**config.mk**
```make
export PLATFORM = sky130hd
export DESIGN_NAME = bmc_ctrl
export DESIGN_NICKNAME = d
export VERILOG_FILES = /design/src/bmc_pkg.sv /design/src/bmc_tmr_if.sv /design/src/bmc_timer.sv /design/src/bmc_ctrl.sv
export VERILOG_INCLUDE_DIRS = /design/src
export SDC_FILE = /design/constraint.sdc
export NUM_CORES = 1
export LEC_CHECK = 0
export ABC_CLOCK_PERIOD_IN_PS = 2600
export BUFFER_PORTS_ARGS = -buffer_cell sky130_fd_sc_hd__buf_4
export CORE_ASPECT_RATIO = 0.75
export CORE_UTILIZATION = 54
export CTS_CLUSTER_SIZE = 12
export DETAILED_ROUTE_END_ITERATION = 6
export GPL_ROUTABILITY_DRIVEN = 0
export PLACE_DENSITY = 0.75
export SKIP_CTS_REPAIR_TIMING = 1
export SYNTH_ARGS = -nofsm -noshare
export SYNTH_HDL_FRONTEND = slang
export SYNTH_SLANG_ARGS = --single-unit
```
**constraint.sdc**
```tcl
create_clock -name ref_clk -period 2.6 [get_ports ref_clk]
set_input_delay 0.52 -clock ref_clk [delete_from_list [all_inputs] [get_ports ref_clk]]
set_output_delay 0.52 -clock ref_clk [all_outputs]
set_load 0.03 [all_outputs]
```
**src/bmc_params.svh**
```systemverilog
`ifndef BMC_PARAMS_SVH
`define BMC_PARAMS_SVH

// ----------------------------------------------------------------------
// management access
// ----------------------------------------------------------------------
`define BMC_ADDR_W        5
`define BMC_DATA_W        16
`define BMC_REG_ADDR      5'h00
`define BMC_ZERO_WORD     16'h0000

// ----------------------------------------------------------------------
// field positions
// ----------------------------------------------------------------------
`define BMC_B_RESET       15
`define BMC_B_LOOP        14
`define BMC_B_SPEED       13
`define BMC_B_AN_EN       12
`define BMC_B_PWR_DN      11
`define BMC_B_ISOLATE     10
`define BMC_B_RESTART     9
`define BMC_B_DUPLEX      8
`define BMC_B_COLL        7
`define BMC_RSVD_HI       6
`define BMC_RSVD_LO       0
`define BMC_RSVD_VAL      7'h00

// ----------------------------------------------------------------------
// defaults
// ----------------------------------------------------------------------
`define BMC_DEF_RESET     1'b0
`define BMC_DEF_LOOP      1'b0
`define BMC_DEF_SPEED     1'b1
`define BMC_DEF_AN_EN     1'b1
`define BMC_DEF_PWR_DN    1'b0
`define BMC_DEF_ISOLATE   1'b0
`define BMC_DEF_RESTART   1'b0
`define BMC_DEF_DUPLEX    1'b1
`define BMC_DEF_COLL      1'b0

// ----------------------------------------------------------------------
// timing
// ----------------------------------------------------------------------
`define BMC_CLK_PERIOD_NS 5
`define BMC_SWRST_NS      1000
`define BMC_DEAD_MS       720
`define BMC_NS_PER_MS     1000000
`define BMC_SWRST_CYCLES  ((`BMC_SWRST_NS + `BMC_CLK_PERIOD_NS - 1) \
                           / `BMC_CLK_PERIOD_NS)
`define BMC_DEAD_CYCLES   ((`BMC_DEAD_MS * `BMC_NS_PER_MS) / `BMC_CLK_PERIOD_NS)
// the reset and dead-time checks watch eight cycles of each window
`define BMC_MIN_CYCLES    8

`endif

```
**src/bmc_pkg.sv**
```systemverilog
`default_nettype none
`include "bmc_params.svh"

package bmc_pkg;

  // ----------------------------------------------------------------------
  // types
  // ----------------------------------------------------------------------
  typedef enum logic [0:0] {
    BMC_RUN   = 1'b0,
    BMC_SWRST = 1'b1
  } bmc_mode_e;

  typedef struct packed {
    bmc_mode_e                mode;
    logic                     loopback;
    logic                     loop_d;
    logic                     speed;
    logic                     an_en;
    logic                     pwr_dn;
    logic                     isolate;
    logic                     restart;
    logic                     duplex;
    logic                     coll_test;
    logic [`BMC_DATA_W-1:0]   rdata;
    logic                     rvalid;
  } bmc_state_s;

endpackage : bmc_pkg

`default_nettype wire

```
**src/bmc_tmr_if.sv**
```systemverilog
`timescale 1ns/1ps
`default_nettype none

interface bmc_tmr_if;
  logic start;
  logic busy;
  modport ctrl (output start, input busy);
  modport tmr  (input start, output busy);
endinterface : bmc_tmr_if

`default_nettype wire

```
**src/bmc_timer.sv**
```systemverilog
`timescale 1ns/1ps
`default_nettype none

module bmc_timer #(
  parameter int unsigned CYCLES = 200
) (
  // clock and reset
  input  wire logic ref_clk,
  input  wire logic resetn,
  // control
  bmc_tmr_if.tmr    tif
);

  localparam int unsigned W = $clog2(CYCLES + 1);

  typedef struct packed {
    logic [W-1:0] cnt;
  } bmc_tmr_s;

  bmc_tmr_s st_r;
  bmc_tmr_s st_nxt;

  if (CYCLES < 1) begin : g_chk
    $error("bmc_timer: CYCLES must be at least one");
  end

  // a new start reloads, so a later event extends the busy window
  always_comb begin
    st_nxt = st_r;
    if (tif.start) begin
      st_nxt.cnt = CYCLES[W-1:0];
    end else if (st_r.cnt != '0) begin
      st_nxt.cnt = st_r.cnt - 1'b1;
    end
  end

  always_ff @(posedge ref_clk) begin
    if (!resetn) begin
      st_r <= '0;
    end else begin
      st_r <= st_nxt;
    end
  end

  assign tif.busy = (st_r.cnt != '0);
endmodule : bmc_timer

`default_nettype wire

```
**src/bmc_ctrl.sv**
```systemverilog
`timescale 1ns/1ps
`default_nettype none
`include "bmc_params.svh"

// ----------------------------------------------------------------------
// basic mode control register
// ----------------------------------------------------------------------

module bmc_ctrl #(
  parameter int unsigned SWRST_CYCLES = `BMC_SWRST_CYCLES,
  parameter int unsigned DEAD_CYCLES  = `BMC_DEAD_CYCLES
) (
  // clock and reset
  input  wire logic                   ref_clk,
  input  wire logic                   resetn,
  // management access
  input  wire logic                   mgmt_wr_en,
  input  wire logic                   mgmt_rd_en,
  input  wire logic [`BMC_ADDR_W-1:0] mgmt_addr,
  input  wire logic [`BMC_DATA_W-1:0] mgmt_wdata,
  output logic      [`BMC_DATA_W-1:0] mgmt_rdata,
  output logic                        mgmt_rdata_valid,
  // negotiation and line status
  input  wire logic                   an_speed_100,
  input  wire logic                   an_full_duplex,
  input  wire logic                   an_started,
  input  wire logic                   tx_active,
  // control outputs
  output logic                        phy_reset,
  output logic                        loopback_en,
  output logic                        speed_100,
  output logic                        full_duplex,
  output logic                        an_enable,
  output logic                        an_restart_req,
  output logic                        power_down,
  output logic                        isolate,
  output logic                        collision_force,
  output logic                        rx_dead
);

  bmc_pkg::bmc_state_s st_r;
  bmc_pkg::bmc_state_s st_nxt;
  logic                wr0;
  logic                rd0;
  logic                swrst_start;
  logic                dead_start;

  bmc_tmr_if tif_rst ();
  bmc_tmr_if tif_dead ();

  if (SWRST_CYCLES < `BMC_MIN_CYCLES ||
      DEAD_CYCLES < `BMC_MIN_CYCLES) begin : g_chk
    $error("bmc_ctrl: timer counts too small for the window checks");
  end

  // ----------------------------------------------------------------------
  // helpers
  // ----------------------------------------------------------------------
  function automatic bmc_pkg::bmc_state_s bmc_defaults(
    input bmc_pkg::bmc_state_s s
  );
    bmc_pkg::bmc_state_s d;
    d           = s;
    d.loopback  = `BMC_DEF_LOOP;
    d.speed     = `BMC_DEF_SPEED;
    d.an_en     = `BMC_DEF_AN_EN;
    d.pwr_dn    = `BMC_DEF_PWR_DN;
    d.isolate   = `BMC_DEF_ISOLATE;
    d.restart   = `BMC_DEF_RESTART;
    d.duplex    = `BMC_DEF_DUPLEX;
    d.coll_test = `BMC_DEF_COLL;
    return d;
  endfunction : bmc_defaults

  function automatic logic [`BMC_DATA_W-1:0] bmc_word(
    input bmc_pkg::bmc_state_s s,
    input logic                spd,
    input logic                dup
  );
    logic [`BMC_DATA_W-1:0] w;
    w                             = `BMC_ZERO_WORD;
    w[`BMC_B_RESET]               = (s.mode == bmc_pkg::BMC_SWRST);
    w[`BMC_B_LOOP]                = s.loopback;
    w[`BMC_B_SPEED]               = s.an_en ? spd : s.speed;
    w[`BMC_B_AN_EN]               = s.an_en;
    w[`BMC_B_PWR_DN]              = s.pwr_dn;
    w[`BMC_B_ISOLATE]             = s.isolate;
    w[`BMC_B_RESTART]             = s.restart;
    w[`BMC_B_DUPLEX]              = s.an_en ? dup : s.duplex;
    w[`BMC_B_COLL]                = s.coll_test;
    w[`BMC_RSVD_HI:`BMC_RSVD_LO]  = `BMC_RSVD_VAL;
    return w;
  endfunction : bmc_word

  // ----------------------------------------------------------------------
  // next state
  // ----------------------------------------------------------------------
  assign wr0 = mgmt_wr_en && (mgmt_addr == `BMC_REG_ADDR);
  assign rd0 = mgmt_rd_en && (mgmt_addr == `BMC_REG_ADDR);

  always_comb begin
    st_nxt        = st_r;
    swrst_start   = 1'b0;
    st_nxt.rvalid = 1'b0;
    st_nxt.loop_d = st_r.loopback;
    // reads are served in every mode, power-down included
    if (mgmt_rd_en) begin
      st_nxt.rvalid = 1'b1;
      st_nxt.rdata  = rd0 ? bmc_word(st_r, an_speed_100, an_full_duplex)
                          : `BMC_ZERO_WORD;
    end
    case (st_r.mode)
      bmc_pkg::BMC_RUN: begin
        if (an_started) begin
          st_nxt.restart = 1'b0;
        end
        if (wr0 && mgmt_wdata[`BMC_B_RESET]) begin
          swrst_start = 1'b1;
          st_nxt      = bmc_defaults(st_nxt);
          st_nxt.mode = bmc_pkg::BMC_SWRST;
        end else if (wr0) begin
          st_nxt.loopback  = mgmt_wdata[`BMC_B_LOOP];
          st_nxt.speed     = mgmt_wdata[`BMC_B_SPEED];
          st_nxt.an_en     = mgmt_wdata[`BMC_B_AN_EN];
          st_nxt.pwr_dn    = mgmt_wdata[`BMC_B_PWR_DN];
          st_nxt.isolate   = mgmt_wdata[`BMC_B_ISOLATE];
          st_nxt.duplex    = mgmt_wdata[`BMC_B_DUPLEX];
          st_nxt.coll_test = mgmt_wdata[`BMC_B_COLL];
          // a write of one beats a same-cycle start; a write of zero
          // only drops the flag, negotiation already begun runs on
          st_nxt.restart   = mgmt_wdata[`BMC_B_RESTART]
                             & mgmt_wdata[`BMC_B_AN_EN];
        end
      end
      bmc_pkg::BMC_SWRST: begin
        // writes are dropped while the reset runs
        st_nxt = bmc_defaults(st_nxt);
        if (!tif_rst.busy) begin
          st_nxt.mode = bmc_pkg::BMC_RUN;
        end
      end
      default: begin
        st_nxt.mode = bmc_pkg::BMC_RUN;
      end
    endcase
  end

  // the rising edge of loopback is taken from the registered copy, so the
  // speed seen is the one in force once loopback is actually on
  assign dead_start = st_r.loopback & ~st_r.loop_d & speed_100;

  always_ff @(posedge ref_clk) begin
    if (!resetn) begin
      st_r        <= bmc_defaults('0);
      st_r.mode   <= bmc_pkg::BMC_RUN;
      st_r.rdata  <= `BMC_ZERO_WORD;
      st_r.rvalid <= 1'b0;
      st_r.loop_d <= `BMC_DEF_LOOP;
    end else begin
      st_r <= st_nxt;
    end
  end

  // ----------------------------------------------------------------------
  // timers
  // ----------------------------------------------------------------------
  assign tif_rst.start  = swrst_start;
  assign tif_dead.start = dead_start;

  bmc_timer #(.CYCLES(SWRST_CYCLES)) u_rst_tmr (
    .ref_clk (ref_clk),
    .resetn  (resetn),
    .tif     (tif_rst)
  );

  bmc_timer #(.CYCLES(DEAD_CYCLES)) u_dead_tmr (
    .ref_clk (ref_clk),
    .resetn  (resetn),
    .tif     (tif_dead)
  );

  // ----------------------------------------------------------------------
  // outputs
  // ----------------------------------------------------------------------
  assign mgmt_rdata       = st_r.rdata;
  assign mgmt_rdata_valid = st_r.rvalid;
  assign phy_reset        = (st_r.mode == bmc_pkg::BMC_SWRST);
  assign loopback_en      = st_r.loopback;
  assign speed_100        = st_r.an_en ? an_speed_100 : st_r.speed;
  assign full_duplex      = st_r.an_en ? an_full_duplex
                                       : st_r.duplex;
  assign an_enable        = st_r.an_en;
  assign an_restart_req   = st_r.restart & st_r.an_en;
  assign power_down       = st_r.pwr_dn;
  // isolate is passed on as written; software is expected to keep it low
  assign isolate          = st_r.isolate;
  assign collision_force  = st_r.coll_test & tx_active;
  assign rx_dead          = tif_dead.busy;
endmodule : bmc_ctrl

`default_nettype wire

```
==> results.md, run 1 <==
Critical path:
- The data arrival at the endpoint of the critical path is 1.95 ns.
- Along the worst path, the maximum fanout reaches 7.
- STA puts the critical path data required time at 2.08 ns.
- The kind of critical path is reg -> out.
- The flop-to-flop setup slack is 0.24 ns.
- The capturing element type of the critical path is an output pin.
- STA classifies the critical path startpoint as a flop.
- The length in cells of the worst reg-to-reg path is 5.
- The destination of the worst register-to-register timing path is u_dead_tmr.st_r[27].
- The worst register-to-register path begins at u_dead_tmr.st_r[15].

Yosys:
- Counting flops and latches in the post-synthesis netlist gives 56.
- The synthesized netlist occupies a cell area of 2680 sq um.
- After technology mapping, the gate count stands at 300.
- The largest total area in the synthesized netlist belongs to dfxtp_1.
- The distinct cell type count of the synthesized netlist is 47.
- The synthesized area per cell is 8.93 sq um.
- In the post-synthesis netlist, the biggest area contributors are dfxtp_1 (42%), xnor2_1 (6.2%), a21oi_1 (4.9%).
- For this run, the register share of the synthesized area comes to 41.8%.
- In the synthesized netlist the dominant register cell turns out to be dfxtp_1.
- The leading cell type by number of instances after synthesis is dfxtp_1.
- The warning count from the yosys run is 0.
- Ranked by instance count, the synthesized netlist is headed by dfxtp_1 (56), nor2_1 (31), a21oi_1 (26).
- The fraction of synthesized cell area taken by the top area cell type is 41.8%.
- Yosys mapped a number of flops with a built-in enable equal to 0.
- In the synthesized netlist the async set-or-reset flop fraction comes to 0%.

Routing:
- The number of nets with antenna violations after routing is 0.
- After detailed routing, the average wire length per cell comes to 14.1 um.
- After the first detailed-routing iteration, the DRC count stood at 102.
- After detailed routing, the number of remaining DRC violations is 0.
- For this run, the detailed router's first-pass iteration total came to 4.
- The number of vias per cell after detailed routing is 5.74.
- The total via count after detailed routing is 2295.
- Wires add up to 5620 um.

Layout:
- The number of standard cells in the final layout excluding fillers is 400.
- From synthesis to final layout, the design area changed by 16.6%.
- The final antenna diode count is 0.
- Of the cells placed in the final design, the portion with a size suffix greater than 1 is 23.3%.
- For this run, the post-layout net count is 375.

Die:
- The overall die height is 63.0 um.
- In this run the core area contains 21 standard-cell rows.
- The total area inside the core boundary comes to 4600 sq um.
- The number of top-level pins is 56.
- The area of the die is 5250 sq um.
- In this run the horizontal extent of the chip is 83.3 um.
- The effective utilization at floorplan is 58.3%.

Global route:
- The overall track demand over capacity in global routing is 22.1%.
- The number of antenna violations at the first check in global routing is 0.
- The first global-routing pass estimated 9460 um of wire.
- The total overflow left after global routing is 0.
- The met1 track demand over resource is 33.3%.
- The met3 routing resource usage after global routing is 4.89%.
- The most heavily used metal layer in global routing is met1.
- For this run, global-route usage on met2 was measured as 31.5%.
- The number of global-route vias before repair is 2042.
- The largest net degree at the start of global routing is 20.

STA:
- The tightest slew margin relative to the limit is 51.9%.
- The number of hold violations in the final report was 0.
- Setup repair after global routing left no endpoint under its margin.
- The final max-slew violation count is 0.
- The actual transition at the worst max-transition pin is 0.714 ns.
- The maximum clock frequency is 404 MHz.
- Setup violations remaining at the end of the flow were counted as 0.
- The time the final worst path needs with I/O delays and setup is 2.47 ns.
- The aggregate negative setup slack is 0 ns.
- The worst path uses 95.1% of the clock period.
- Between clock sinks in the finished design, the worst skew comes to 0.00526 ns.

Pwr:
- After layout, the design draws a total of 0.00391 W.
- The power density over the cells is 1250 nW/um^2.
- The worst-case IR drop observed on VDD is 0.923 mV.
- Summed over all cells, the static leakage comes to 1.25 nW.

Worst hold path:
- The terminating pin of the worst hold path is st_r[23].
- The cell depth of the worst min-delay path is 3.
- The path class of the tightest hold or removal check is in -> reg.
- The launch point of the worst hold path is mgmt_wdata[13].

Placement:
- Detailed placement finished with a half-perimeter wire length of 4130 um.
- The instance count after placement with tap cells included is 392.
- The number of buffers inserted by port buffering is 41.

Clocking:
- The depth of the CTS H-tree is 2.
- The insertion delay of the later-clocked pin in the worst-skew pair is 0.31 ns.
- The longest clock path from root to sink contains 2 buffers.
- Clock-pin slew was measured on the worst setup and hold paths at 0.10 ns.
- TritonCTS built the clock tree.
- The count of clock tree sinks is 56.
- Buffers inserted during clock tree synthesis total 5.
- The cell chosen for the clock root is clkbuf_8.

Status:
- The run finished with clean final reports.

Flow run:
- The reported max-cap violation count is 0.
-- flip-flops by register name, summed over array words and instances (netlist names) --
register / flops
u_dead_tmr.st_r: 28
mgmt_rdata: 9
u_rst_tmr.st_r: 8
st_r: 5
an_enable: 1
isolate: 1
loopback_en: 1
mgmt_rdata_valid: 1
phy_reset: 1
power_down: 1
-- routing by layer --
metal	wire length [um]	vias to the layer above
met5	0	-
met4	46	0
met3	411	5
met2	2300	67
met1	2870	1077
li1	-	1146
-- per-stage QoR --
step	hold slack (ns)	cell area [sq um]	setup WS (ns)	util [%]
floorplan	0.444	2700	0.233	-
global placement	0.457	3030	0.0737	65.8
detailed placement	0.459	3030	0.0658	65.8
CTS	0.413	3120	0.0340	67.8
global route	0.430	3120	0.0370	67.9
finish	0.417	3120	0.127	67.9
-- final cells by class --
type,count,area (sq um)
clock buffer,6,82.6
clock inverter,2,10.0
fill,387,1480
inverter,7,26.3
multi-input combinational,217,1400
sequential,56,1120
tap,57,71.3
timing repair buffer,55,413
-- worst max-delay path: stages, from the launching register on --
cell,delay [ns]
dfxtp_1,0.34
or4_4,0.57
nor4_1,0.30
buf_4,0.17
nand4_1,0.07
buf_4,0.18
-- logic make-up after synthesis --
family	after synthesis	synth area share, %
multiplexers	2	0.841
flip-flops	56	41.8
AND/OR/NAND/NOR	120	26.3
buffers and inverters	33	6.91
other	1	0.140
adder cells (fa/ha/maj)	4	1.87
AO/OA/AOI/OAI	62	14.9
XOR/XNOR	22	7.19
-- worst max-delay path by stage --
stage                              from                 to  slack (ns)  cells past startpoint
finish              u_dead_tmr.st_r[15]            rx_dead        0.13                      5
detailed placement         mgmt_addr[0]  u_rst_tmr.st_r[1]        0.07                      6
global route        u_dead_tmr.st_r[15]            rx_dead        0.04                      5
global placement           mgmt_addr[0]  u_rst_tmr.st_r[4]        0.07                      6
CTS                 u_dead_tmr.st_r[15]            rx_dead        0.03                      5
floorplan                  mgmt_addr[0]  u_rst_tmr.st_r[2]        0.23                      5
-- report_power, final --
group	leakage, nW	total, W	internal, W	switching (W)
clock	0.0510	0.000488	0.000213	0.000275
combinational	0.747	0.00215	0.000983	0.00116
sequential	0.457	0.00127	0.00106	0.000205
-- placed cells by master (no fill, tap or decap), types with 7 or more instances in the layout --
cell / count
dfxtp_1: 56
buf_4: 55
nor2_1: 31
a21oi_1: 26
xnor2_1: 19
or3_1: 9
nor3_1: 9
nor4_1: 8
or4_1: 8
and2_1: 8
nand2_1: 8
inv_1: 7
a211oi_1: 7
nand3_1: 7
conb_1: 7
(Power assumes the default switching activity.)
==> inputs of run 2 (changes only) <==
==> constraint.sdc (replaced) <==
create_clock -name ref_clk -period 2.6 [get_ports ref_clk]
set_input_delay 0 -clock ref_clk [delete_from_list [all_inputs] [get_ports ref_clk]]
set_output_delay 0 -clock ref_clk [all_outputs]
set_load 0.03 [all_outputs]
==> results.md, run 2 (same netlist as run 1, synthesis figures left out) <==
Clocking:
- The clock buffer count from CTS is 5 (unchanged).
- The insertion delay of the later-clocked pin in the worst-skew pair is 0.31 ns (about the same).
- The CTS tree is yes.
- The clock input transition at the sequential cells of the worst setup and hold paths is 0.09 ns (about the same).
- The deepest clock path buffer count came to 2 (unchanged).
- The count of clock tree sinks is 56 (unchanged).
- The cell sitting at the root of the clock tree is a clkbuf_8.
- The depth of the CTS H-tree was 2 (unchanged).

Global route:
- The overall track demand over capacity in global routing was 23.4% (+1.3 points).
- The aggregate global routing overflow came to 0 (unchanged).
- The number of global-route vias before repair was 2126 (+4.1%).
- The wire length of the first global-routing pass is 9960 um (+5.3%).
- The number of antenna violations at the first check in global routing is 0 (unchanged).
- The largest net degree at the start of global routing is 20 (unchanged).

Layout:
- The number of fillers in the final layout came to 377 (-2.6%).
- From synthesis to final layout, the design area changed by 20.0%.
- The final antenna diode count is 0 (unchanged).
- The number of flip-flops in the largest register was 28 (unchanged).
- The library cells used most frequently in the layout, excluding fill and tap cells, are dfxtp_1 (56), buf_4 (52), nor2_1 (31), a21oi_1 (26), xnor2_1 (19).
- Ranked by flip-flop count, first place goes to u_dead_tmr.st_r.
- The share of final-layout standard cells stronger than drive strength 1 is 21.0% (-2.3 points).
- The final net count is 384 (+2.4%).
- The most common library cell in the layout ignoring fill and taps is dfxtp_1.

Pwr:
- The leakage power is 1.28 nW (+2.0%).
- The switching part of the total is 42.5% (+0.37 points).
- The clock share of power was 12.6% (about the same).
- The share of power burned in registers is 32.6% (about the same).
- The total design power is 0.00390 W (-0.19%).
- The share of total power in combinational logic is 54.8% (-0.2 points).
- The internal power is 0.00224 W (-0.83%).
- The power density over the cells was 1210 nW/um^2 (-3.0%).
- The switching component of the power was 0.00166 W (+0.69%).
- The largest vdd supply drop is 0.784 mV (-15%).

Routing:
- The sum of routed wire length over all layers is 6050 um (+7.5%).
- The total via count after detailed routing came to 2325 (+1.3%).
- The violation count after the first detailed-route iteration is 98 (-3.9%).
- The iteration count of the initial detailed-routing pass was 4 (unchanged).
- The DRC violations left was 0 (unchanged).
- The number of nets with antenna violations after routing is 0 (unchanged).
- The routed wirelength normalized by instance count is 14.8 um (+5.2%).
- The number of vias per cell after detailed routing is 5.68 (-0.92%).

Worst hold path:
- The path class of the tightest hold or removal check is in -> reg.

Die:
- The overall die width came to 83.3 um (unchanged).
- The overall die height was 63.0 um (unchanged).
- The number of top-level pins was 56 (unchanged).
- The effective utilization at floorplan is 58.3% (unchanged).
- The area of the core region is 4600 sq um (unchanged).
- The area of the die is 5250 sq um (unchanged).
- The number of core rows is 21 (unchanged).

STA:
- The final count of negative-setup-slack endpoints came to 0 (unchanged).
- The number of hold violations in the final report is 1 (+1).
- The final-layout worst hold slack is -0.0475 ns (-0.465 ns).
- The post-route clock skew is 0.00898 ns (+0.00372 ns).
- The ratio of final minimum period to clock period is 91.3% (-3.8 points).
- The actual transition at the worst max-transition pin is 0.705 ns (-0.00946 ns).
- Setup repair after global routing left no endpoint under its margin.
- The final max-slew violation count came to 0 (unchanged).
- The aggregate negative setup slack is 0 ns (unchanged).
- The maximum clock frequency is 421 MHz (+4.2%).
- The tightest slew margin relative to the limit is 52.6% (+0.71 points).
- The time the final worst path needs with I/O delays and setup is 2.37 ns (-0.0985 ns).

Critical path:
- The start of the worst register-to-register path is u_dead_tmr.st_r[13].
- The endpoint required time on the critical path is 2.60 ns (+0.52 ns).
- In this run the critical register-to-register path is captured at u_dead_tmr.st_r[21].
- STA classifies the critical path endpoint as an output pin.
- The launch point of the worst path is u_dead_tmr.st_r[13].
- The kind of critical path is reg -> out.
- The length in cells of the worst reg-to-reg path is 5 (unchanged).
- The data arrival at the endpoint of the critical path is 2.37 ns (+0.42 ns).
- The worst setup path is launched from a flop.
- The endpoint of the worst setup timing path is rx_dead.
- The flop-to-flop setup slack is 0.23 ns (about the same).
- The largest fanout of any net on the critical path is 6 (-1).

Flow run:
- The reported max-cap violation count is 0 (unchanged).

Placement:
- The number of buffers inserted by port buffering is 41 (unchanged).
- The half-perimeter wire length of the detailed placement result came to 4350 um (+5.4%).

Status:
- The flow ran to the end, but the final reports show violations.
- The checks that failed: negative hold slack.
-- run 2: cell count changes in the layout (fill, tap and decap cells not counted), sizes merged --
cell         change
dlygate4sd3     +12
buf              -3
clkbuf           +2
clkinv           -2
-- run 2: layout make-up --
cell class | count | area [sq um] | share of cell area [%]
well taps | 57 | 71.3 | 2.22
inverters | 7 | 26.3 | 0.817
repair buffers | 64 | 510 | 15.9
flip-flops and latches | 56 | 1120 | 34.9
clock buffers | 8 | 90.1 | 2.80
multi-input cells | 217 | 1400 | 43.4
-- run 2: layer usage --
layer / GRT usage (%) / share of wire, % / vias to the layer above
met5: 0 / 0 / -
met2: 35.7 / 42 / 75
met1: 33.4 / 50 / 1076
met4: 6.03 / 1.4 / 0
li1: - / - / 1166
met3: 5.15 / 6.0 / 8
-- run 2: per-stage QoR --
| stage | setup WS (ns) | cell area [sq um] | util (%) | instances | hold slack [ns] |
|---|---|---|---|---|---|
| final | 0.226 | 3210 | 69.9 | 409 | -0.0475 |
| after CTS | 0.220 | 3090 | 67.3 | 397 | -0.0975 |
| after floorplan | 0.274 | 2700 | - | 306 | 0.122 |
| after global routing | 0.0581 | 3210 | 69.9 | 409 | -0.000362 |
| after detailed placement | 0.247 | 3000 | 65.3 | 389 | 0.220 |
| after global placement | 0.314 | 3000 | 65.3 | 389 | 0.219 |
-- run 2: critical path, stage by stage (launching register included) --
cell	delay [ns]
dfxtp_1	0.36
or4_1	0.56
buf_4	0.18
nor4_1	0.57
nand4_1	0.17
buf_4	0.22
-- run 2: how the worst min path moves through the flow --
stage	slack, ns	start	end	cells past startpoint
floorplan	0.12	mgmt_rd_en	mgmt_rdata_valid	1
global placement	0.22	mgmt_wdata[13]	st_r[23]	3
detailed placement	0.22	mgmt_wdata[8]	st_r[18]	3
CTS	-0.1	mgmt_wdata[8]	st_r[18]	3
global route	-0.0004	mgmt_wdata[10]	isolate	3
finish	-0.05	mgmt_wdata[10]	isolate	3
-- run 2: power by group through the flow --
stage                     Clock [W]  Combinational [W]  Sequential [W]
after detailed placement          0            0.00209         0.00128
after floorplan                   0            0.00159         0.00124
after global routing       0.000541            0.00236         0.00131
after CTS                  0.000495            0.00210         0.00127
after global placement            0            0.00205         0.00128
final                      0.000493            0.00214         0.00127
